### config.mk
export PLATFORM = sky130hd
export DESIGN_NAME = mac_config_slice
export DESIGN_NICKNAME = d
export VERILOG_FILES = /design/src/pkg/mac_pkg.sv /design/src/pkg/mac_sign_if.sv /design/src/rtl/mac_path_sign.sv /design/src/rtl/mac_config_slice.sv
export SDC_FILE = /design/constraint.sdc
export NUM_CORES = 1
export LEC_CHECK = 0
export BUFFER_PORTS_ARGS = -buffer_cell sky130_fd_sc_hd__buf_4
export CAP_MARGIN = 30
export CORE_AREA = 2 2 245 247
export DETAILED_ROUTE_END_ITERATION = 10
export DIE_AREA = 0 0 247 249
export HOLD_SLACK_MARGIN = 0.06
export PLACE_DENSITY = 0.44
export SLEW_MARGIN = 20
export SYNTH_ARGS = -nofsm -noshare
export SYNTH_HDL_FRONTEND = slang
export SYNTH_HIERARCHICAL = 1
export SYNTH_SLANG_ARGS = --single-unit
### constraint.sdc
create_clock -name I_CLOCK -period 2.3 [get_ports I_CLOCK]
set_input_delay 0.115 -clock I_CLOCK [delete_from_list [all_inputs] [get_ports I_CLOCK]]
set_output_delay 0.115 -clock I_CLOCK [all_outputs]
set_load 0.005 [all_outputs]
### src/pkg/mac_pkg.sv
// Package for the metering accumulation and zero-crossing configuration slice.
// Assumes a 12-bit register address space reached through the host serial port core.
package mac_pkg;

  // ----------------------------------------------------------------
  // Widths
  // ----------------------------------------------------------------
  localparam int ADDR_W = 12;
  localparam int DATA_W = 16;
  localparam int POWER_W = 32;
  localparam int PERIOD_W = 32;
  localparam int NUM_PATHS = 4;
  localparam int NUM_PHASES = 3;
  localparam int SUM_W = POWER_W + 2;

  // ----------------------------------------------------------------
  // Register offsets
  // ----------------------------------------------------------------
  localparam logic [ADDR_W-1:0] ACCUM_MODE_ADDR = 12'h492;
  localparam logic [ADDR_W-1:0] PEAK_DETECT_CONFIG_ADDR = 12'h493;
  localparam logic [ADDR_W-1:0] ZERO_CROSS_PERIOD_SELECT_ADDR = 12'h49a;
  localparam logic [ADDR_W-1:0] POWER_SIGN_STATUS_ADDR = 12'h49d;

  // ----------------------------------------------------------------
  // Field positions
  // ----------------------------------------------------------------
  localparam int ACTIVE_ACCUM_LSB = 0;
  localparam int REACTIVE_ACCUM_LSB = 2;
  localparam int PEAK_ENABLE_LSB = 2;
  localparam int ZERO_CROSS_SRC_LSB = 1;
  localparam int LINE_PERIOD_SRC_LSB = 3;
  localparam int SUM_SIGN_LSB = 6;

  // ----------------------------------------------------------------
  // Reset values
  // ----------------------------------------------------------------
  localparam logic [1:0] ACCUM_MODE_RESET = 2'h0;
  localparam logic [2:0] PEAK_ENABLE_RESET = 3'h0;
  localparam logic [1:0] LINE_PERIOD_SRC_RESET = 2'h3;
  localparam logic [1:0] ZERO_CROSS_SRC_RESET = 2'h3;
  localparam logic [NUM_PATHS-1:0] SUM_SIGN_RESET = 4'h0;

  // ----------------------------------------------------------------
  // Encodings
  // ----------------------------------------------------------------
  typedef enum logic [1:0]
  {
    ACCUM_SIGNED = 2'h0,
    ACCUM_ABSOLUTE = 2'h1,
    ACCUM_POSITIVE = 2'h2,
    ACCUM_NEGATIVE = 2'h3
  } mac_accum_mode_t;

  typedef enum logic [1:0]
  {
    SRC_PHASE_A = 2'h0,
    SRC_PHASE_B = 2'h1,
    SRC_PHASE_C = 2'h2,
    SRC_COMBINED = 2'h3
  } mac_source_t;

endpackage : mac_pkg

### src/pkg/mac_sign_if.sv
// Carrier between the register slice and the per-path power summing logic.
// Assumes both ends run on the same system clock.
`timescale 1ns/1ns
`default_nettype none

interface mac_sign_if;
  import mac_pkg::*;

  logic signed [POWER_W-1:0] phase_power [NUM_PATHS][NUM_PHASES];
  logic [NUM_PHASES-1:0] phase_include [NUM_PATHS];
  logic [NUM_PATHS-1:0] sum_negative;

  modport slice
  (
    output phase_power,
    output phase_include,
    input sum_negative
  );

  modport summer
  (
    input phase_power,
    input phase_include,
    output sum_negative
  );

endinterface : mac_sign_if

`default_nettype wire

### src/rtl/mac_path_sign.sv
// Sums the enabled phase powers of each pulse datapath and gives the sign of each sum.
// Assumes the phase powers are already selected by type for each path elsewhere.
`timescale 1ns/1ns
`default_nettype none

module mac_path_sign
  import mac_pkg::*;
(
  // Power and inclusion in, signs out
  mac_sign_if.summer sig
);

  // ----------------------------------------------------------------
  // Per-path sum
  // ----------------------------------------------------------------
  genvar p;
  generate
    for (p = 0; p < NUM_PATHS; p++)
    begin : g_path
      logic signed [SUM_W-1:0] sum;
      always_comb
      begin
        sum = '0;
        for (int ph = 0; ph < NUM_PHASES; ph++)
        begin
          // Excluded phases add nothing
          if (sig.phase_include[p][ph])
          begin
            sum = sum + SUM_W'(sig.phase_power[p][ph]);
          end
        end
      end
      // Negative sum flags the path
      assign sig.sum_negative[p] = sum[SUM_W-1];
    end
  endgenerate

endmodule : mac_path_sign

`default_nettype wire

### src/rtl/mac_config_slice.sv
// Accumulation mode, peak enable, line-period and zero-crossing selects, path sign status.
// Assumes the host serial port core presents a word-wide register port on the same clock.
`timescale 1ns/1ns
`default_nettype none

// Function
// - Reactive accumulation field at bits 3:2: signed, absolute, positive, negative.
// - Active accumulation field at bits 1:0, same four-value encoding.
// - Bits 4:2 enable peak detection per phase A, B, C; reset zero.
// - Line-period source at bits 4:3, reset 3; 0, 1, 2 pick phase A, B, C.
// - Line-period source 3 picks the period of the combined voltage signal.
// - Zero-crossing source at bits 2:1, reset 3; drives shared pin and line cycles.
// - Zero-crossing source 0, 1, 2 pick phases A, B, C; 3 the combined signal.
// - Status bits 9 to 6 show negative summed power of paths 4 to 1.
// - Sign bits are read-only, reset zero, updated only by the power computation.
// - Each path sums only the phases its three inclusion bits enable.
module mac_config_slice
  import mac_pkg::*;
(
  // Clock and reset
  input wire logic I_CLOCK,
  input wire logic I_RESET_N,
  // Register port from the host serial core
  input wire logic [ADDR_W-1:0] I_REG_ADDR,
  input wire logic I_REG_WRITE,
  input wire logic [DATA_W-1:0] I_REG_WDATA,
  input wire logic I_REG_READ,
  output logic [DATA_W-1:0] O_REG_RDATA,
  output logic O_REG_ACK,
  // Per-path phase powers, path p phase ph at index (p*3+ph)
  input wire logic [NUM_PATHS*NUM_PHASES*POWER_W-1:0] I_PATH_PHASE_POWER,
  input wire logic [NUM_PATHS*NUM_PHASES-1:0] I_PATH_PHASE_INCLUDE,
  // Line period measurements
  input wire logic [PERIOD_W-1:0] I_PHASE_A_PERIOD,
  input wire logic [PERIOD_W-1:0] I_PHASE_B_PERIOD,
  input wire logic [PERIOD_W-1:0] I_PHASE_C_PERIOD,
  input wire logic [PERIOD_W-1:0] I_COMBINED_PERIOD,
  // Zero-crossing signals
  input wire logic I_PHASE_A_VOLTAGE_CROSSING,
  input wire logic I_PHASE_B_VOLTAGE_CROSSING,
  input wire logic I_PHASE_C_VOLTAGE_CROSSING,
  input wire logic I_COMBINED_VOLTAGE_CROSSING,
  // Configuration out to the metering datapath
  output logic [1:0] O_REACTIVE_ACCUM_MODE,
  output logic [1:0] O_ACTIVE_ACCUM_MODE,
  output logic [NUM_PHASES-1:0] O_PEAK_PHASE_ENABLE,
  output logic [PERIOD_W-1:0] O_LINE_PERIOD,
  output logic O_ZERO_CROSS,
  output logic [NUM_PATHS-1:0] O_PATH_SUM_NEGATIVE
);

  // ----------------------------------------------------------------
  // Storage
  // ----------------------------------------------------------------
  mac_accum_mode_t reactive_accum_mode;
  mac_accum_mode_t active_accum_mode;
  logic [NUM_PHASES-1:0] peak_phase_enable;
  mac_source_t line_period_source;
  mac_source_t zero_cross_source;
  logic [NUM_PATHS-1:0] path_sum_negative;
  logic [DATA_W-1:0] next_rdata;
  logic [PERIOD_W-1:0] next_line_period;
  logic next_zero_cross;

  mac_sign_if sign_bus ();

  // ----------------------------------------------------------------
  // Path summing
  // ----------------------------------------------------------------
  genvar p;
  genvar ph;
  generate
    for (p = 0; p < NUM_PATHS; p++)
    begin : g_path
      for (ph = 0; ph < NUM_PHASES; ph++)
      begin : g_phase
        assign sign_bus.phase_power[p][ph] =
          I_PATH_PHASE_POWER[(p*NUM_PHASES+ph)*POWER_W +: POWER_W];
        assign sign_bus.phase_include[p][ph] = I_PATH_PHASE_INCLUDE[p*NUM_PHASES+ph];
      end
    end
  endgenerate

  mac_path_sign u_path_sign
  (
    .sig (sign_bus.summer)
  );

  // ----------------------------------------------------------------
  // Software-written fields
  // ----------------------------------------------------------------
  // Only the named fields are stored, so reserved bits cannot hold writes
  always_ff @(posedge I_CLOCK or negedge I_RESET_N)
  begin
    if (!I_RESET_N)
    begin
      reactive_accum_mode <= mac_accum_mode_t'(ACCUM_MODE_RESET);
      active_accum_mode <= mac_accum_mode_t'(ACCUM_MODE_RESET);
    end
    else if (I_REG_WRITE && I_REG_ADDR == ACCUM_MODE_ADDR)
    begin
      reactive_accum_mode <= mac_accum_mode_t'(I_REG_WDATA[REACTIVE_ACCUM_LSB +: 2]);
      active_accum_mode <= mac_accum_mode_t'(I_REG_WDATA[ACTIVE_ACCUM_LSB +: 2]);
    end
  end

  always_ff @(posedge I_CLOCK or negedge I_RESET_N)
  begin
    if (!I_RESET_N)
    begin
      peak_phase_enable <= PEAK_ENABLE_RESET;
    end
    else if (I_REG_WRITE && I_REG_ADDR == PEAK_DETECT_CONFIG_ADDR)
    begin
      peak_phase_enable <= I_REG_WDATA[PEAK_ENABLE_LSB +: NUM_PHASES];
    end
  end

  always_ff @(posedge I_CLOCK or negedge I_RESET_N)
  begin
    if (!I_RESET_N)
    begin
      line_period_source <= mac_source_t'(LINE_PERIOD_SRC_RESET);
      zero_cross_source <= mac_source_t'(ZERO_CROSS_SRC_RESET);
    end
    else if (I_REG_WRITE && I_REG_ADDR == ZERO_CROSS_PERIOD_SELECT_ADDR)
    begin
      line_period_source <= mac_source_t'(I_REG_WDATA[LINE_PERIOD_SRC_LSB +: 2]);
      zero_cross_source <= mac_source_t'(I_REG_WDATA[ZERO_CROSS_SRC_LSB +: 2]);
    end
  end

  // ----------------------------------------------------------------
  // Sign status
  // ----------------------------------------------------------------
  // Writes to the status address never reach these bits
  always_ff @(posedge I_CLOCK or negedge I_RESET_N)
  begin
    if (!I_RESET_N)
    begin
      path_sum_negative <= SUM_SIGN_RESET;
    end
    else
    begin
      path_sum_negative <= sign_bus.sum_negative;
    end
  end

  // ----------------------------------------------------------------
  // Source selection
  // ----------------------------------------------------------------
  always_comb
  begin
    unique case (line_period_source)
      SRC_PHASE_A: next_line_period = I_PHASE_A_PERIOD;
      SRC_PHASE_B: next_line_period = I_PHASE_B_PERIOD;
      SRC_PHASE_C: next_line_period = I_PHASE_C_PERIOD;
      SRC_COMBINED: next_line_period = I_COMBINED_PERIOD;
    endcase
  end

  always_comb
  begin
    unique case (zero_cross_source)
      SRC_PHASE_A: next_zero_cross = I_PHASE_A_VOLTAGE_CROSSING;
      SRC_PHASE_B: next_zero_cross = I_PHASE_B_VOLTAGE_CROSSING;
      SRC_PHASE_C: next_zero_cross = I_PHASE_C_VOLTAGE_CROSSING;
      SRC_COMBINED: next_zero_cross = I_COMBINED_VOLTAGE_CROSSING;
    endcase
  end

  // One cycle of latency on both selects keeps the outputs glitch free
  always_ff @(posedge I_CLOCK or negedge I_RESET_N)
  begin
    if (!I_RESET_N)
    begin
      O_LINE_PERIOD <= '0;
      O_ZERO_CROSS <= 1'b0;
    end
    else
    begin
      O_LINE_PERIOD <= next_line_period;
      O_ZERO_CROSS <= next_zero_cross;
    end
  end

  // ----------------------------------------------------------------
  // Read back
  // ----------------------------------------------------------------
  always_comb
  begin
    next_rdata = '0;
    unique case (I_REG_ADDR)
      ACCUM_MODE_ADDR:
      begin
        next_rdata[REACTIVE_ACCUM_LSB +: 2] = reactive_accum_mode;
        next_rdata[ACTIVE_ACCUM_LSB +: 2] = active_accum_mode;
      end
      PEAK_DETECT_CONFIG_ADDR:
      begin
        next_rdata[PEAK_ENABLE_LSB +: NUM_PHASES] = peak_phase_enable;
      end
      ZERO_CROSS_PERIOD_SELECT_ADDR:
      begin
        next_rdata[LINE_PERIOD_SRC_LSB +: 2] = line_period_source;
        next_rdata[ZERO_CROSS_SRC_LSB +: 2] = zero_cross_source;
      end
      POWER_SIGN_STATUS_ADDR:
      begin
        next_rdata[SUM_SIGN_LSB +: NUM_PATHS] = path_sum_negative;
      end
      default:
      begin
        next_rdata = '0;
      end
    endcase
  end

  always_ff @(posedge I_CLOCK or negedge I_RESET_N)
  begin
    if (!I_RESET_N)
    begin
      O_REG_RDATA <= '0;
      O_REG_ACK <= 1'b0;
    end
    else
    begin
      O_REG_RDATA <= I_REG_READ ? next_rdata : O_REG_RDATA;
      O_REG_ACK <= I_REG_READ | I_REG_WRITE;
    end
  end

  // ----------------------------------------------------------------
  // Configuration outputs
  // ----------------------------------------------------------------
  assign O_REACTIVE_ACCUM_MODE = reactive_accum_mode;
  assign O_ACTIVE_ACCUM_MODE = active_accum_mode;
  assign O_PEAK_PHASE_ENABLE = peak_phase_enable;
  assign O_PATH_SUM_NEGATIVE = path_sum_negative;

endmodule : mac_config_slice

`default_nettype wire

==> summary.txt, run 1 <==
Placed design
  – Post-detail-place hpwl: 66100 um
  – PortBufs: 602
  – GP Congestion: 0.916
  – Placed cells: 3665

STA
  – # setup viols final: 4
  – Count of final hold-check violations: 0
  – Slew Limit Fails: 0
  – Tightest Pin Transition: 0.909 ns
  – Slew headroom: 38.7%
  – Final Critical Period: 4.49 ns
  – Total Neg Setup Slack: -7.89 ns
  – Clock Skew: 0.00792 ns
  – RSZ-0062 raised after global routing: true
  – Final worst slack: -2.19 ns
  – Fmax: 223 MHz
  – Final period util: 195%

Pwr
  – LEAKAGE: 12.9 nW
  – PwrDens: 323 mW/mm2
  – Power Total: 8.33 mW
  – Internal power: 5.12 mW
  – Sequential power share: 13.3%
  – Clock Power Share: 17.2%
  – Worst vdd ir: 0.422 mV
  – Sw Ratio: 38.5%
  – Psw: 3.21 mW
  – Logic pwr share: 69.5%

Worst setup path
  – Req. time, crit path: 2.57 ns
  – Critical R2R Launch: line_period_source[0]$_DFFE_PN1P_
  – Worst R2R Path Depth: 2
  – WP data arrival: 4.75 ns
  – Critical path type: primary input to flop
  – Crit end category: flop
  – FF-to-FF End: O_LINE_PERIOD[16]$_DFF_PN0_
  – Reg2Reg Setup Slack: 0.64 ns
  – Worst setup SP type: primary input
  – CP Max Fanout: 7

Die
  – Die height: 249 um
  – Initial Utilization: 25.9%
  – Number of core rows: 89
  – Die area: 0.0615 mm2
  – Die X-Extent: 247 um
  – I/O Pins: 621
  – Core area: 0.0587 mm2

Synth
  – Syn avg cell area: 8.06 um2
  – Top cells by instance count after synthesis: ha_1, a21oi_1, nand2_1, and2_1, a21o_1
  – Yosys Warn Count: 6
  – Register bit total from synthesis: 58
  – Top-count cell post-synth: ha_1
  – Post-synth EDFFs: 0
  – Async SR Flop Fraction: 100%
  – Seq/Total Area, Yosys: 9.60%
  – Post-synth top area share: 19.1%
  – Mapped cell area: 0.0152 mm2
  – Post-Synthesis Cells: 1883
  – Synth Flop Type: dfrtp_1
  – Area contributors post-synth: ha_1, dfrtp_1, mux2_2
  – Area leader, netlist: ha_1
  – Yosys cell types: 104

Global routing
  – Via count of the first global-routing pass: 19173
  – Initial antenna violation count: 17
  – First-pass GRT wire length: 113000 um
  – Total GRT Usage: 23.6%
  – Largest net degree at the start of global routing: 33
  – Grt total ovfl: 0

Min path
  – Worst hold path type: primary input to flop
  – Worst Hold End: O_LINE_PERIOD[6]$_DFF_PN0_
  – Hold depth: 2
  – Hold_sp: I_COMBINED_PERIOD[6]

Drt
  – Antenna viol nets, final: 0
  – DRT Pass-1 Iters: 5
  – Via count: 18373
  – Wire per inst: 20.2 um
  – Iter 0 DRT Violations: 762
  – Vias per Instance: 4.93
  – Detailed Route WL: 75300 um
  – DRC violations left: 0

Job
  – Max-Cap Viols: 0

Clock network
  – Insertion delay to the later sink of the worst-skew pair: 0.35 ns
  – Clock root buffer: clkbuf_16
  – Total CTS buffers: 9
  – Clk slew on worst S/H paths: 0.06 ns
  – H-tree lvl count: 3
  – CTS tree: built
  – CTS Sinks: 58
  – Max Root-Sink Buffers: 2

Cells and area
  – Synthesis-to-layout area growth: 70.1%
  – Final-stage net count: 3735
  – Layout Cells excl Fill: 3730
  – Share of layout cells above drive strength 1: 48.9%
  – Layout filler cell count: 5935

Outcome
  – Failing checks: setup timing
  – Status: finished, violations left
## worst max-delay path by stage
stage	start	endpoint	slack [ns]
5_1_grt	I_PATH_PHASE_INCLUDE[3]	O_PATH_SUM_NEGATIVE[1]$_DFF_PN0_	-2.42
3_3_place_gp	I_PATH_PHASE_POWER[96]	O_PATH_SUM_NEGATIVE[1]$_DFF_PN0_	-2.66
4_1_cts	I_PATH_PHASE_POWER[96]	O_PATH_SUM_NEGATIVE[1]$_DFF_PN0_	-2.21
6_report	I_PATH_PHASE_INCLUDE[3]	O_PATH_SUM_NEGATIVE[1]$_DFF_PN0_	-2.19
3_5_place_dp	I_PATH_PHASE_POWER[96]	O_PATH_SUM_NEGATIVE[1]$_DFF_PN0_	-2.69
2_1_floorplan	I_PATH_PHASE_INCLUDE[3]	O_PATH_SUM_NEGATIVE[1]$_DFF_PN0_	-2.51
## power by group through the flow
stage	registers [mW]	logic (mW)	clock network [mW]
4_1_cts	1.11	5.70	1.48
3_5_place_dp	1.13	5.47	0
3_3_place_gp	1.13	5.42	0
2_1_floorplan	1.11	2.87	0
6_report	1.11	5.79	1.43
5_1_grt	1.11	6.35	1.51
## sequential cells by signal, indices dropped and copies added (netlist names)
signal                 count
O_LINE_PERIOD             32
O_REG_RDATA                9
O_PATH_SUM_NEGATIVE        4
O_PEAK_PHASE_ENABLE        3
O_ACTIVE_ACCUM_MODE        2
O_REACTIVE_ACCUM_MODE      2
line_period_source         2
zero_cross_source          2
O_REG_ACK                  1
O_ZERO_CROSS               1
## layout make-up
class                      count  area, um2  share of cell area, %
clock buffer                  12        256                  0.994
antenna                       14       35.0                  0.136
tap                          773        967                   3.75
clock inverter                 3       40.0                  0.155
inverter                      78        298                   1.15
multi-input combinational   1661      14100                   54.6
sequential                    58       1460                   5.64
timing repair buffer        1131       8650                   33.5
## kinds of logic after synthesis
family | share of synthesized area (%)
buffers and inverters | 4.57
other | 0.0247
AO/OA/AOI/OAI | 25.7
AND/OR/NAND/NOR | 19.6
flip-flops | 9.60
XOR/XNOR | 8.43
multiplexers | 11.7
adder cells (fa/ha/maj) | 20.4
## per-stage QoR
step | instance area, um2 | setup slack, ns | hold slack (ns) | utilization, %
floorplan | 15800 | -2.51 | -0.181 | -
global placement | 24500 | -2.66 | 0.137 | 41.8
detailed placement | 24500 | -2.69 | 0.146 | 41.8
CTS | 25500 | -2.21 | 0.0637 | 43.4
global route | 25800 | -2.42 | 0.0769 | 44.0
finish | 25800 | -2.19 | 0.0894 | 44.0
## metal layers
| layer | GRT usage (%) | vias to the layer above | part of all wire (%) |
|---|---|---|---|
| li1 | - | 9157 | - |
| met1 | 27.9 | 8653 | 41 |
| met2 | 42.1 | 481 | 50 |
| met3 | 3.61 | 78 | 5.3 |
| met4 | 9.50 | 4 | 3.5 |
| met5 | 0 | - | 0.024 |
## worst max-delay path, cell delays in order
cell and delay [ns]:
buf_6 0.10, buf_6 0.13, buf_4 0.13, buf_4 0.15, a22o_1 0.29, o2111ai_1 0.25
nand3_2 0.15, a211oi_2 0.21, nor2_1 0.09, a211oi_2 0.23, buf_4 0.17, buf_6 0.10
a31oi_4 0.07, a31o_4 0.24, xor2_1 0.14, mux2_4 0.27, ha_4 0.15, a21o_1 0.18
a21o_1 0.17, a21o_1 0.18, a21oi_2 0.11, nor2b_1 0.05, o21ai_1 0.14, nand2b_1 0.07
a221o_1 0.35, a31oi_2 0.16, mux2i_1 0.23, xnor2_1 0.14
## what timing repair did
| item | in CTS | in global routing |
|---|---|---|
| endpoints found under the setup margin | 4 | 4 |
| hold buffers | 9 | 0 |
| hold endpoints to repair | 45 | 0 |
| buffers inserted | 19 | 9 |
| gates resized for setup | 86 | 44 |
| pin swaps | 87 | 79 |
## placed cells by master (no fill, tap or decap), types with 34 or more instances in the layout
cell type  instances
o21ai_0           65
buf_4           1101
mux2_2            71
nand2_1          129
nand3_1           38
a21oi_1          130
dfrtp_1           54
and2_1           104
nand2b_1          34
nor2_1            97
xor2_1            56
ha_1             203
nand4_1           42
xnor2_1           89
inv_1             70
a21o_1           102
No activity file was read; power rests on OpenSTA's default activity.
==> run 2: changes to the inputs <==
- CELL_PAD_IN_SITES_DETAIL_PLACEMENT: not set -> 1
- CELL_PAD_IN_SITES_GLOBAL_PLACEMENT: not set -> 1
- CORE_AREA: 2 2 245 247 -> 2 2 242 244
- DIE_AREA: 0 0 247 249 -> 0 0 244 246
- PLACE_DENSITY: 0.44 -> 0.63
==> run 2 against run 1 <==
Against the previous run: the run still ends with setup timing left; clock power increased by 8%; critical path type unchanged; highest routed layer unchanged; wire length is 7.7% higher; non-clock buffer count rose by 36; via count increased by 3.3%; critical path depth did not move; final cell count is 0.64% higher.
==> summary.txt, run 2 (same netlist as run 1, synthesis figures left out) <==
Worst setup path
  – WP data arrival: 4.70 ns
  – CP peak stage delay: 0.33 ns
  – Critical path's top delay family: compound AO/OA/AOI/OAI gates
  – Crit end category: flop
  – FF-to-FF End: O_LINE_PERIOD[12]$_DFF_PN0_
  – CP Max Fanout: 3
  – Slowest cell on the critical path: maj3_2
  – Reg2Reg Setup Slack: 0.53 ns
  – Critical path type: primary input to flop
  – Worst R2R Path Depth: 2
  – Req. time, crit path: 2.58 ns
  – Critical R2R Launch: line_period_source[1]$_DFFE_PN1P_
  – Most common cell on crit path: buf_4
  – Worst setup SP type: primary input
  – CP Buf/Inv Count: 5

Clock network
  – Max Root-Sink Buffers: 2
  – Insertion delay to the later sink of the worst-skew pair: 0.36 ns
  – Total CTS buffers: 9
  – Clk slew on worst S/H paths: 0.07 ns
  – Clock root buffer: clkbuf_16
  – CTS tree: built
  – H-tree lvl count: 3
  – CTS Sinks: 58

Placed design
  – GP Congestion: 0.957
  – Placed cell areas: 0.0246 mm2
  – PortBufs: 602
  – Pre-CTS setup slack: -2.75 ns
  – Placed cells: 3670
  – Post-detail-place hpwl: 69900 um

Die
  – Die X-Extent: 244 um
  – Number of core rows: 88
  – Initial Utilization: 26.5%
  – Die height: 246 um
  – Die area: 0.0600 mm2
  – I/O Pins: 621
  – Core area: 0.0574 mm2

Pwr
  – Worst vdd ir: 0.416 mV
  – Sw Ratio: 39.1%
  – Logic pwr share: 69.8%
  – Sequential power share: 12.5%
  – Power Total: 8.79 mW
  – Psw: 3.44 mW
  – LEAKAGE: 13.2 nW
  – PwrDens: 333 mW/mm2
  – Internal power: 5.35 mW
  – Clock Power Share: 17.7%

Global routing
  – Initial antenna violation count: 11
  – Total GRT Usage: 25.8%
  – Grt total ovfl: 0
  – First-pass GRT wire length: 121000 um
  – Largest net degree at the start of global routing: 59
  – Via count of the first global-routing pass: 21007

STA
  – Final worst slack: -2.11 ns
  – Hold_ws: 0.0923 ns
  – Fmax: 227 MHz
  – Final period util: 192%
  – Clock Skew: 0.0167 ns
  – Slew headroom: 35.8%
  – Slew Limit Fails: 0
  – # setup viols final: 4
  – Total Neg Setup Slack: -7.91 ns
  – RSZ-0062 raised after global routing: true
  – Tightest Pin Transition: 0.951 ns
  – Count of final hold-check violations: 0
  – Final Critical Period: 4.41 ns

Drt
  – Uppermost layer routed: met5
  – Wire per inst: 21.6 um
  – Detailed Route WL: 81000 um
  – Vias per Instance: 5.06
  – DRT Pass-1 Iters: 5
  – Via count: 18978
  – WL met3: 3540 um
  – DRC violations left: 0
  – Iter 0 DRT Violations: 607
  – WL met2: 42200 um
  – Wl on met1: 31500 um
  – Antenna viol nets, final: 0

Cells and area
  – Most common cell after layout, fill and taps aside: buf_4
  – Design area: 0.0264 mm2
  – Biggest register: O_LINE_PERIOD
  – Layout Cells excl Fill: 3754
  – Commonest cells after routing, fill and taps aside: buf_4, ha_1, nand2_1, a21oi_1, a21o_1
  – Max FFs per register: 32
  – Share of layout cells above drive strength 1: 51.1%
  – Final-stage net count: 3771
  – Layout filler cell count: 6829
  – Fin util: 46.1%
  – Synthesis-to-layout area growth: 74.1%

Outcome
  – Failing checks: setup timing
  – Status: finished, violations left

Job
  – Max-Cap Viols: 0

Min path
  – Worst Hold End: O_ZERO_CROSS$_DFF_PN0_
  – Hold depth: 2
  – Hold_sp: I_PHASE_C_VOLTAGE_CROSSING
  – Worst hold path type: primary input to flop
run 2: cell types whose count changed in the layout (fill, tap and decap cells not counted), sizes merged:
cell and change:
bufbuf +1, clkinvlp +1, buf +35, bufinv +1, clkbuf -2, diode -5, clkinv +1
run 2: worst max-delay path by stage:
stage / endpoint / from / slack [ns] / cells after the start
floorplan: O_PATH_SUM_NEGATIVE[1]$_DFF_PN0_ / I_PATH_PHASE_INCLUDE[3] / -2.51 / 29
global placement: O_PATH_SUM_NEGATIVE[1]$_DFF_PN0_ / I_PATH_PHASE_INCLUDE[3] / -2.68 / 27
detailed placement: O_PATH_SUM_NEGATIVE[3]$_DFF_PN0_ / I_PATH_PHASE_INCLUDE[9] / -2.75 / 28
CTS: O_PATH_SUM_NEGATIVE[3]$_DFF_PN0_ / I_PATH_PHASE_INCLUDE[9] / -2.05 / 28
global route: O_PATH_SUM_NEGATIVE[3]$_DFF_PN0_ / I_PATH_PHASE_INCLUDE[9] / -2.41 / 27
finish: O_PATH_SUM_NEGATIVE[1]$_DFF_PN0_ / I_PATH_PHASE_INCLUDE[3] / -2.11 / 28
run 2: power groups by stage:
stage | clock network, mW | logic (mW) | registers, mW
final | 1.55 | 6.13 | 1.10
after global routing | 1.63 | 6.68 | 1.10
after CTS | 1.61 | 5.94 | 1.10
after detailed placement | 0 | 5.64 | 1.11
after global placement | 0 | 5.43 | 1.11
after floorplan | 0 | 2.87 | 1.11
run 2: layout make-up:
type / instances / area, um2 / share of cell area, %
diodes: 9 / 22.5 / 0.0852
clock buffers: 10 / 239 / 0.904
clock inverters: 6 / 90.1 / 0.341
inverters: 78 / 295 / 1.12
multi-input cells: 1661 / 14400 / 54.4
flip-flops and latches: 58 / 1460 / 5.51
well taps: 765 / 957 / 3.62
repair buffers: 1167 / 8990 / 34.0
run 2: timing repair:
item                                    4_1_cts  5_1_grt
gates cloned                                  2        0
buffers inserted                             31       19
endpoints found under the setup margin        4        4
hold endpoints to repair                     68        0
resized for setup                           127       73
hold buffers                                  9        0
pin swaps                                   113       95
run 2: worst register-to-register path, cell delays in order (launching register included):
cell and delay (ns):
dfstp_2 0.95, buf_4 0.33, mux4_2 0.36
run 2: layer usage:
metal | GRT usage, % | vias up
met2 | 48.6 | 455
met1 | 28.2 | 9199
met4 | 11.5 | 4
met5 | 0 | -
li1 | - | 9200
met3 | 4.11 | 120
